File: config.mk
export PLATFORM = sky130hd
export DESIGN_NAME = stcr_regs
export DESIGN_NICKNAME = d
export VERILOG_FILES = /design/src/design/stcr_pkg.sv /design/src/design/stcr_regs.sv
export SDC_FILE = /design/constraint.sdc
export NUM_CORES = 1
export LEC_CHECK = 0
export BUFFER_PORTS_ARGS = -buffer_cell sky130_fd_sc_hd__buf_2
export CAP_MARGIN = 25
export CORE_MARGIN = 1.5
export CORE_UTILIZATION = 55
export CTS_CLUSTER_DIAMETER = 30
export DETAILED_ROUTE_END_ITERATION = 16
export PLACE_DENSITY_LB_ADDON = 0.3
export SETUP_SLACK_MARGIN = 0.15
export SLEW_MARGIN = 20
export SYNTH_ARGS = -nofsm -noshare
export SYNTH_HDL_FRONTEND = slang
export SYNTH_SLANG_ARGS = --single-unit
export TNS_END_PERCENT = 5
File: constraint.sdc
create_clock -name aclk -period 3.8 [get_ports aclk]
set_input_delay 0.57 -clock aclk [delete_from_list [all_inputs] [get_ports aclk]]
set_output_delay 0.57 -clock aclk [all_outputs]
set_load 0.005 [all_outputs]
File: src/design/stcr_pkg.sv
package stcr_pkg;
  // register byte offsets on the axi4-lite bus
  localparam logic [7:0] OFS_CFG3 = 8'h00;
  localparam logic [7:0] OFS_CFG4 = 8'h04;
  localparam logic [7:0] OFS_CFG5 = 8'h08;
  localparam logic [7:0] OFS_SDR = 8'h0c;
  localparam logic [7:0] OFS_PWR = 8'h10;
  localparam logic [7:0] OFS_MUX = 8'h14;
  localparam logic [1:0] RESP_OKAY = 2'h0;
  localparam logic [1:0] RESP_SLVERR = 2'h2;
  // ddr2 config 3 fields
  localparam int C3_BRST = 31;
  localparam int C3_PDIR = 30;
  localparam int C3_PUPD = 29;
  localparam int C3_TRP0 = 28;
  localparam int C3_TWR = 23;
  localparam int C3_TRFC = 18;
  localparam int C3_RD = 16;
  localparam int C3_BINC = 8;
  localparam int C3_BUPD = 0;
  localparam logic [1:0] RD_LO_RST = 2'h1;
  // ddr2 config 4 fields
  localparam int C4_CINC = 28;
  localparam int C4_CUPD = 24;
  localparam int C4_RDH = 22;
  localparam int C4_REG = 21;
  localparam int C4_TRTP = 13;
  localparam int C4_TCL = 9;
  localparam int C4_B8 = 8;
  localparam int C4_DQS = 0;
  // ddr2 config 5 fields
  localparam int C5_TRP = 28;
  localparam int C5_TRFC = 18;
  localparam int C5_ODT = 16;
  localparam int C5_DS = 15;
  localparam int C5_TRCD = 8;
  localparam int C5_TRAS = 0;
  // sdr config fields
  localparam int SD_REF = 31;
  localparam int SD_TRP = 30;
  localparam int SD_TRFC = 27;
  localparam int SD_CAS = 26;
  localparam int SD_BANK = 23;
  localparam int SD_COL = 21;
  localparam int SD_CMD = 18;
  localparam int SD_PAGE = 17;
  localparam int SD_MS = 16;
  localparam int SD_D64 = 15;
  localparam int SD_RLD = 0;
  // sdr power-saving fields
  localparam int PW_ME = 31;
  localparam int PW_CE = 30;
  localparam int PW_TXSR = 20;
  localparam int PW_PMODE = 16;
  localparam int PW_DS = 5;
  localparam int PW_TCSR = 3;
  localparam int PW_PARTIAL_REFRESH_AREA = 0;
  // mux config fields
  localparam int MX_DWTH = 16;
  localparam int MX_BEID = 12;
  localparam int MX_CTL = 0;
  localparam logic [2:0] MUX_DWTH_VAL = 3'h3;
  localparam logic [3:0] MUX_BEID_VAL = 4'h0;
  localparam logic D64_VAL = 1'b1;
  // fixed timing offsets, in memory clock cycles, and the idle command and power-mode codes
  localparam logic [3:0] ADD_TWO = 4'h2;
  localparam logic [8:0] ADD_THREE = 9'h003;
  localparam logic [2:0] CMD_NONE = 3'h0;
  localparam logic [2:0] PM_NONE = 3'h0;
endpackage : stcr_pkg

File: src/design/stcr_regs.sv
`timescale 1ns/1ns
module stcr_regs
  import stcr_pkg::*;
(
  input wire logic aclk,
  input wire logic aresetn,
  input wire logic clk_en,
  input wire logic [7:0] s_axi_awaddr,
  input wire logic s_axi_awvalid,
  output logic s_axi_awready,
  input wire logic [31:0] s_axi_wdata,
  input wire logic [3:0] s_axi_wstrb,
  input wire logic s_axi_wvalid,
  output logic s_axi_wready,
  output logic [1:0] s_axi_bresp,
  output logic s_axi_bvalid,
  input wire logic s_axi_bready,
  input wire logic [7:0] s_axi_araddr,
  input wire logic s_axi_arvalid,
  output logic s_axi_arready,
  output logic [31:0] s_axi_rdata,
  output logic [1:0] s_axi_rresp,
  output logic s_axi_rvalid,
  input wire logic s_axi_rready,
  input wire logic mobile_support,
  input wire logic sdr_cmd_done,
  output logic clock_phase_step,
  output logic clock_phase_inc,
  output logic [11:0] lane_delay_update,
  output logic [11:0] lane_delay_inc,
  output logic byte_delay_reset,
  output logic [3:0] read_delay_cycles,
  output logic ctrl_extra_latency,
  output logic [1:0] trtp_cycles,
  output logic [3:0] trp_cycles,
  output logic [8:0] trfc_cycles,
  output logic [3:0] trcd_cycles,
  output logic [5:0] tras_cycles,
  output logic [4:0] twr_field,
  output logic [1:0] cas_field,
  output logic eight_banks,
  output logic [7:0] dqs_gate_offset,
  output logic odt_enable,
  output logic [1:0] odt_sel,
  output logic drive_strength_sel,
  output logic [1:0] sdr_trp_cycles,
  output logic [4:0] sdr_trfc_cycles,
  output logic [1:0] sdr_cas_cycles,
  output logic [1:0] sdr_trcd_cycles,
  output logic sdr_page_burst,
  output logic sdr_refresh_en,
  output logic [14:0] sdr_refresh_load,
  output logic [2:0] sdr_cmd,
  output logic sdr_cmd_valid,
  output logic mem_cke,
  output logic [2:0] power_mode,
  output logic [2:0] partial_refresh_area,
  output logic [7:0] lane_mux_ctl
);

  typedef struct packed {
    logic aw_have;
    logic [7:0] awaddr;
    logic w_have;
    logic [31:0] wdata;
    logic [3:0] wstrb;
    logic awready;
    logic wready;
    logic bvalid;
    logic [1:0] bresp;
    logic arready;
    logic rvalid;
    logic [31:0] rdata;
    logic [1:0] rresp;
    logic [4:0] twr;
    logic [1:0] rd_lo;
    logic [1:0] rd_hi;
    logic reg_mem;
    logic trtp;
    logic [1:0] tcl;
    logic b8;
    logic [7:0] dqs;
    logic [2:0] trp;
    logic [7:0] trfc;
    logic [1:0] odt;
    logic ds;
    logic [2:0] trcd;
    logic [4:0] tras;
    logic sd_ref;
    logic sd_trp;
    logic [2:0] sd_trfc;
    logic sd_cas;
    logic [2:0] sd_bank;
    logic [1:0] sd_col;
    logic [2:0] sd_cmd;
    logic sd_page;
    logic [14:0] sd_rld;
    logic pw_ce;
    logic [3:0] pw_txsr;
    logic [2:0] pw_mode;
    logic [1:0] pw_ds;
    logic [1:0] pw_tcsr;
    logic [2:0] pw_partial_refresh_area;
    logic [7:0] mux;
    logic ph_step;
    logic ph_inc;
    logic [11:0] ln_upd;
    logic [11:0] ln_inc;
    logic bd_rst;
    logic [3:0] rd_dly;
    logic [3:0] o_trp;
    logic [8:0] o_trfc;
    logic [3:0] o_trcd;
    logic [5:0] o_tras;
    logic [1:0] o_sd_trfc_hi;
  } stcr_state_t;

  stcr_state_t s_q;
  stcr_state_t s_d;

  // current register image, used for read-back and byte-merged writes
  function automatic logic [31:0] stcr_word(input stcr_state_t s, input logic [7:0] a,
                                            input logic ms);
    logic [31:0] w;
    w = 32'h0;
    unique case (a)
      OFS_CFG3: begin
        w[C3_TRP0] = s.trp[0];
        w[C3_TWR +: 5] = s.twr;
        w[C3_TRFC +: 5] = s.trfc[4:0];
        w[C3_RD +: 2] = s.rd_lo;
      end
      OFS_CFG4: begin
        w[C4_RDH +: 2] = s.rd_hi;
        w[C4_REG] = s.reg_mem;
        w[C4_TRTP] = s.trtp;
        w[C4_TCL +: 2] = s.tcl;
        w[C4_B8] = s.b8;
        w[C4_DQS +: 8] = s.dqs;
      end
      OFS_CFG5: begin
        w[C5_TRP +: 3] = s.trp;
        w[C5_TRFC +: 8] = s.trfc;
        w[C5_ODT +: 2] = s.odt;
        w[C5_DS] = s.ds;
        w[C5_TRCD +: 3] = s.trcd;
        w[C5_TRAS +: 5] = s.tras;
      end
      OFS_SDR: begin
        w[SD_REF] = s.sd_ref;
        w[SD_TRP] = s.sd_trp;
        w[SD_TRFC +: 3] = s.sd_trfc;
        w[SD_CAS] = s.sd_cas;
        w[SD_BANK +: 3] = s.sd_bank;
        w[SD_COL +: 2] = s.sd_col;
        w[SD_CMD +: 3] = s.sd_cmd;
        w[SD_PAGE] = s.sd_page;
        w[SD_MS] = ms;
        w[SD_D64] = D64_VAL;
        w[SD_RLD +: 15] = s.sd_rld;
      end
      OFS_PWR: begin
        w[PW_ME] = ms;
        w[PW_CE] = s.pw_ce;
        w[PW_TXSR +: 4] = s.pw_txsr;
        w[PW_PMODE +: 3] = s.pw_mode;
        w[PW_DS +: 2] = s.pw_ds;
        w[PW_TCSR +: 2] = s.pw_tcsr;
        w[PW_PARTIAL_REFRESH_AREA +: 3] = s.pw_partial_refresh_area;
      end
      OFS_MUX: begin
        w[MX_DWTH +: 3] = MUX_DWTH_VAL;
        w[MX_BEID +: 4] = MUX_BEID_VAL;
        w[MX_CTL +: 8] = s.mux;
      end
      default: w = 32'h0;
    endcase
    return w;
  endfunction : stcr_word

  function automatic logic stcr_hit(input logic [7:0] a);
    return a == OFS_CFG3 || a == OFS_CFG4 || a == OFS_CFG5 || a == OFS_SDR ||
           a == OFS_PWR || a == OFS_MUX;
  endfunction : stcr_hit

  logic [31:0] wm;
  logic [31:0] nw;
  logic wr_go;

  always_comb begin
    s_d = s_q;
    wm = {{8{s_q.wstrb[3]}}, {8{s_q.wstrb[2]}}, {8{s_q.wstrb[1]}}, {8{s_q.wstrb[0]}}};
    nw = (stcr_word(s_q, s_q.awaddr, mobile_support) & ~wm) | (s_q.wdata & wm);
    wr_go = s_q.aw_have && s_q.w_have;
    // update strobes last one cycle
    s_d.ph_step = 1'b0;
    s_d.ln_upd = 12'h000;
    s_d.bd_rst = 1'b0;
    // write address and data are taken independently
    if (s_axi_awvalid && s_q.awready) begin
      s_d.aw_have = 1'b1;
      s_d.awaddr = s_axi_awaddr;
    end
    if (s_axi_wvalid && s_q.wready) begin
      s_d.w_have = 1'b1;
      s_d.wdata = s_axi_wdata;
      s_d.wstrb = s_axi_wstrb;
    end
    if (s_q.bvalid && s_axi_bready) begin
      s_d.bvalid = 1'b0;
    end
    // command completion clears the field; a new write below overrides it
    if (sdr_cmd_done) begin
      s_d.sd_cmd = CMD_NONE;
    end
    if (wr_go) begin
      s_d.aw_have = 1'b0;
      s_d.w_have = 1'b0;
      s_d.bvalid = 1'b1;
      s_d.bresp = stcr_hit(s_q.awaddr) ? RESP_OKAY : RESP_SLVERR;
      unique case (s_q.awaddr)
        OFS_CFG3: begin
          s_d.bd_rst = nw[C3_BRST] && s_q.wstrb[3];
          s_d.ph_step = nw[C3_PUPD] && s_q.wstrb[3];
          if (s_q.wstrb[3]) begin
            s_d.ph_inc = nw[C3_PDIR];
          end
          s_d.trp[0] = nw[C3_TRP0];
          s_d.twr = nw[C3_TWR +: 5];
          s_d.trfc[4:0] = nw[C3_TRFC +: 5];
          s_d.rd_lo = nw[C3_RD +: 2];
          s_d.ln_upd[7:0] = s_q.wdata[C3_BUPD +: 8] & wm[C3_BUPD +: 8];
          if (s_q.wstrb[1]) begin
            s_d.ln_inc[7:0] = s_q.wdata[C3_BINC +: 8];
          end
        end
        OFS_CFG4: begin
          s_d.ln_upd[11:8] = s_q.wdata[C4_CUPD +: 4] & wm[C4_CUPD +: 4];
          if (s_q.wstrb[3]) begin
            s_d.ln_inc[11:8] = s_q.wdata[C4_CINC +: 4];
          end
          s_d.rd_hi = nw[C4_RDH +: 2];
          s_d.reg_mem = nw[C4_REG];
          s_d.trtp = nw[C4_TRTP];
          s_d.tcl = nw[C4_TCL +: 2];
          s_d.b8 = nw[C4_B8];
          s_d.dqs = nw[C4_DQS +: 8];
        end
        OFS_CFG5: begin
          s_d.trp = nw[C5_TRP +: 3];
          s_d.trfc = nw[C5_TRFC +: 8];
          s_d.odt = nw[C5_ODT +: 2];
          s_d.ds = nw[C5_DS];
          s_d.trcd = nw[C5_TRCD +: 3];
          s_d.tras = nw[C5_TRAS +: 5];
        end
        OFS_SDR: begin
          s_d.sd_ref = nw[SD_REF];
          s_d.sd_trp = nw[SD_TRP];
          s_d.sd_trfc = nw[SD_TRFC +: 3];
          s_d.sd_cas = nw[SD_CAS];
          s_d.sd_bank = nw[SD_BANK +: 3];
          s_d.sd_col = nw[SD_COL +: 2];
          if (s_q.wstrb[2] && nw[SD_CMD +: 3] != CMD_NONE) begin
            s_d.sd_cmd = nw[SD_CMD +: 3];
          end
          s_d.sd_page = nw[SD_PAGE];
          s_d.sd_rld = nw[SD_RLD +: 15];
        end
        OFS_PWR: begin
          if (s_q.pw_mode == PM_NONE) begin
            s_d.pw_ce = nw[PW_CE];
          end
          if (mobile_support) begin
            s_d.pw_txsr = nw[PW_TXSR +: 4];
            s_d.pw_mode = nw[PW_PMODE +: 3];
            s_d.pw_ds = nw[PW_DS +: 2];
            s_d.pw_tcsr = nw[PW_TCSR +: 2];
            s_d.pw_partial_refresh_area = nw[PW_PARTIAL_REFRESH_AREA +: 3];
          end
        end
        OFS_MUX: begin
          s_d.mux = nw[MX_CTL +: 8];
        end
        default: begin
          s_d.bresp = RESP_SLVERR;
        end
      endcase
    end
    s_d.awready = !s_d.aw_have && !s_d.bvalid;
    s_d.wready = !s_d.w_have && !s_d.bvalid;
    // read channel: one read outstanding, data registered with the answer
    if (s_q.rvalid && s_axi_rready) begin
      s_d.rvalid = 1'b0;
    end
    if (s_axi_arvalid && s_q.arready) begin
      s_d.rvalid = 1'b1;
      s_d.rdata = stcr_word(s_q, s_axi_araddr, mobile_support);
      s_d.rresp = stcr_hit(s_axi_araddr) ? RESP_OKAY : RESP_SLVERR;
    end
    s_d.arready = !s_d.rvalid;
    // derived timing values
    s_d.rd_dly = {2'b00, s_d.rd_lo} + {s_d.rd_hi, 2'b00};
    s_d.o_trp = {1'b0, s_d.trp} + ADD_TWO;
    s_d.o_trfc = {1'b0, s_d.trfc} + ADD_THREE;
    s_d.o_trcd = {1'b0, s_d.trcd} + ADD_TWO;
    s_d.o_tras = {1'b0, s_d.tras} + {2'b00, ADD_TWO};
    s_d.o_sd_trfc_hi = (mobile_support && s_d.sd_trp) ? 2'h2 : 2'h0;
  end

  always_ff @(posedge aclk) begin
    if (!aresetn) begin
      s_q <= '0;
      s_q.rd_lo <= RD_LO_RST;
      s_q.rd_dly <= {2'b00, RD_LO_RST};
      s_q.o_trp <= ADD_TWO;
      s_q.o_trfc <= ADD_THREE;
      s_q.o_trcd <= ADD_TWO;
      s_q.o_tras <= {2'b00, ADD_TWO};
    end else if (clk_en) begin
      s_q <= s_d;
    end
  end

  assign s_axi_awready = s_q.awready;
  assign s_axi_wready = s_q.wready;
  assign s_axi_bvalid = s_q.bvalid;
  assign s_axi_bresp = s_q.bresp;
  assign s_axi_arready = s_q.arready;
  assign s_axi_rvalid = s_q.rvalid;
  assign s_axi_rdata = s_q.rdata;
  assign s_axi_rresp = s_q.rresp;
  assign clock_phase_step = s_q.ph_step;
  assign clock_phase_inc = s_q.ph_inc;
  assign lane_delay_update = s_q.ln_upd;
  assign lane_delay_inc = s_q.ln_inc;
  assign byte_delay_reset = s_q.bd_rst;
  assign read_delay_cycles = s_q.rd_dly;
  assign ctrl_extra_latency = s_q.reg_mem;
  assign trtp_cycles = {1'b1, s_q.trtp};
  assign trp_cycles = s_q.o_trp;
  assign trfc_cycles = s_q.o_trfc;
  assign trcd_cycles = s_q.o_trcd;
  assign tras_cycles = s_q.o_tras;
  assign twr_field = s_q.twr;
  assign cas_field = s_q.tcl;
  assign eight_banks = s_q.b8;
  assign dqs_gate_offset = s_q.dqs;
  assign odt_enable = |s_q.odt;
  assign odt_sel = s_q.odt;
  assign drive_strength_sel = s_q.ds;
  assign sdr_trp_cycles = {1'b1, s_q.sd_trp};
  assign sdr_trfc_cycles = {1'b0, s_q.o_sd_trfc_hi[1], s_q.sd_trfc} + 5'h03;
  assign sdr_cas_cycles = {1'b1, s_q.sd_cas};
  assign sdr_trcd_cycles = {1'b1, s_q.sd_cas};
  assign sdr_page_burst = s_q.sd_page;
  assign sdr_refresh_en = s_q.sd_ref;
  assign sdr_refresh_load = s_q.sd_rld;
  assign sdr_cmd = s_q.sd_cmd;
  assign sdr_cmd_valid = |s_q.sd_cmd;
  assign mem_cke = s_q.pw_ce;
  assign power_mode = s_q.pw_mode;
  assign partial_refresh_area = s_q.pw_partial_refresh_area;
  assign lane_mux_ctl = s_q.mux;

endmodule : stcr_regs

==> summary.txt <==
Status
  – Status: complete, no violations

Clock network
  – Clk root buf: clkbuf_16
  – Clk buf depth: 3
  – Post-cts gate resize count: 0
  – Setup Fix Bufs, Post-CTS: 0
  – Clk_lat worst skew: 530 ps
  – CTS clk-pin slew, worst paths: 50 ps
  – Clk sinks: 230
  – CTS buffer count: 47
  – CTS H-tree lvls: 2
  – Post-CTS Hold Fix Bufs: 0
  – TritonCTS clock tree: yes

Synthesis
  – Dominant synthesized flop cell: dfxtp_1
  – Post-synth ARST share: 0%
  – Sequential share of the synthesized area: 40.45%
  – Post-synth EDFFs: 0
  – Yosys top cell area share: 40.45%
  – Syn Inst Count: 1414
  – Top cell type by total area after synthesis: dfxtp_1
  – Top-count cell post-synth: dfxtp_1
  – Post-Syn Area: 11380 um2
  – Flops & latches, synth: 230
  – Synth warn: 0
  – Commonest cells in the synthesized netlist: 230 x dfxtp_1, 198 x nand2_1, 179 x nor2_1
  – Cell variety after synth: 76
  – Syn Area/Cell: 8.050 um2
  – Leading post-synthesis cells by cell area: dfxtp_1 40%, buf_4 9.6%, nand2_1 6.5%

Floorplanning
  – Total core area: 20230 um2
  – Die Y: 146.9 um
  – # IOs: 227
  – Rows: 52
  – Die Width: 146.9 um
  – Initial Util: 56.25%
  – Die area: 21570 um2

Detailed routing
  – Final wirelength: 35840 um
  – Total number of vias: 10640
  – Drt drc: 0
  – Initial DRT Pass Iterations: 6
  – Antenna Violating Nets Remaining: 0
  – Vias/cell: 5.976
  – Wire per inst: 20.13 um
  – Detailed Route Iter0 Violations: 1098

Setup path
  – CP endpoint kind: register
  – Critical path launch point type: register
  – RR Endpoint: trp_cycles[2]
  – Reg2Reg Setup Slack: 710 ps
  – Worst R2R Start: s_q[233]
  – Setup CP Type: register to register
  – Worst-path fanout max: 30
  – Critical Path RT: 4200 ps
  – R2r worst-path depth: 8
  – Worst Path Arrival: 3490 ps

Min path
  – Min-delay src: s_axi_wdata[11]
  – Hold EP: s_q[209]
  – Min-Delay Path Depth: 3
  – Hold crit path type: input pin to register

STA
  – Relative slew slack: 31.29%
  – Max Freq: 0.3240 GHz
  – Setup violators final: 0
  – Fin crit period: 3087 ps
  – Worst-Margin Slew: 1029 ps
  – Final worst path period share: 81.23%
  – Fin. Hold Viols: 0
  – RSZ-0062 raised after global routing: false
  – Number of max-slew violations in the final report: 0
  – Layout Skew: 25.32 ps
  – Total Negative Setup Slacks: 0 ps

Global routing
  – Vias in the first global route: 9804
  – Antenna violations before repair: 0
  – Total track usage: 32.31%
  – Grt total ovfl: 0
  – First-pass GRT wire length: 55210 um
  – Largest net degree at the start of global routing: 87

Final layout
  – Area of the multi-input gates: 5286 um2
  – Antenna fix cells: 0
  – Final Cell Area: 13220 um2
  – Fill cells: 1745
  – Share of layout cells above drive strength 1: 24.02%
  – FF/Latch Area: 4604 um2
  – Final net count: 1540
  – Area Overhead vs Synth: 16.17%

Placed design
  – Placed cell areas: 11580 um2
  – Port Buffers: 220
  – Global placer's final weighted congestion: 0.9375
  – HPWL after detailed placement: 24820 um

Power
  – Worst vdd ir: 391.1 uV
  – P_leak: 5.329 nW
  – Power per cell area: 526.9 nW/um2

Job
  – Max-cap violations: 0
[final cells by class]
| class | instances | share of cell area (%) |
|---|---|---|
| Clock buffer | 60 | 9.888 |
| Clock inverter | 27 | 2.517 |
| Tap cell | 270 | 2.555 |
| Timing Repair Buffer | 247 | 9.860 |
| Sequential cell | 230 | 34.82 |
| Multi-Input combinational cell | 935 | 39.98 |
| Inverter | 12 | 0.3785 |
[cells by family (layout without fill, tap and decap cells)]
logic type               count (synthesis)  after routing  share of synthesized area (%)
adder cells (fa/ha/maj)                  5              5                         0.5496
AND/OR/NAND/NOR                        509            509                          20.16
buffers and inverters                  253            346                          13.29
XOR/XNOR                                 7              7                         0.5386
AO/OA/AOI/OAI                          354            354                          19.93
multiplexers                            54             54                          5.013
flip-flops                             230            230                          40.45
other                                    2              6                        0.06598
[how the worst max path moves through the flow]
stage                   from        endpoint  slack, ps  cells past startpoint
floorplan           s_q[231]   trp_cycles[2]       1100                      9
global placement    s_q[233]  trfc_cycles[4]        840                      9
detailed placement  s_q[233]   trp_cycles[2]        790                      8
CTS                 s_q[233]  trfc_cycles[4]        770                      9
global route        s_q[233]   trp_cycles[2]        440                      8
finish              s_q[233]   trp_cycles[2]        710                      8
[worst max-delay path: stages (launching register included)]
cell and delay, ps:
dfxtp_1 640, or3b_2 660, nor3_2 580, a21oi_1 170, o21ai_1 310, mux2_2 230, ha_1 210, mux2i_1 130
nor2_1 50
[per-stage QoR]
step	std cells	total power, W	setup WS [ps]	hold WS, ps	util (%)
final	1781	0.006967	713.2	281.0	65.35
after global routing	1781	0.007134	442.5	285.1	65.35
after CTS	1781	0.006974	767.7	273.7	65.35
after detailed placement	1694	0.002799	785.7	444.2	57.24
after global placement	1694	0.002797	839.2	442.4	57.24
after floorplan	1418	0.002706	1098	426.3	-
[cells in the final DEF (no fill, tap or decap), types with 39 or more instances in the layout]
cell and count:
a211oi_1 41, a21oi_1 146, a22oi_1 40, buf_2 220, clkbuf_16 49, dfxtp_1 230
mux2i_1 39, nand2_1 198, nor2_1 179, o21ai_0 42
[flip-flops by register name, indices dropped and copies added, names as in the netlist, 2 cells and up]
name,count
dqs_gate_offset,8
s_axi_rdata,32
s_q,85
trp_cycles,3
cas_field,2
sdr_refresh_load,15
partial_refresh_area,3
trcd_cycles,3
lane_delay_update,12
trfc_cycles,9
lane_mux_ctl,8
tras_cycles,5
lane_delay_inc,12
power_mode,3
sdr_cmd,3
odt_sel,2
twr_field,5
[where the power goes]
part / switching, W / internal (W) / total [W] / leakage, nW
clock network: 0.00135 / 0.00285 / 0.00421 / 0.808
logic: 0.000182 / 0.0000951 / 0.000277 / 2.66
registers: 0.0000362 / 0.00245 / 0.00248 / 1.86
total: 0.00157 / 0.00539 / 0.00697 / 5.33
[layer usage]
layer / wire length (um) / vias up / GRT usage (%)
li1: - / 4931 / -
met1: 15470 / 4991 / 46.26
met2: 15060 / 628 / 46.67
met3: 3929 / 94 / 7.174
met4: 1392 / 0 / 13.64
met5: 0 / - / 0
(Power assumes the default switching activity.)
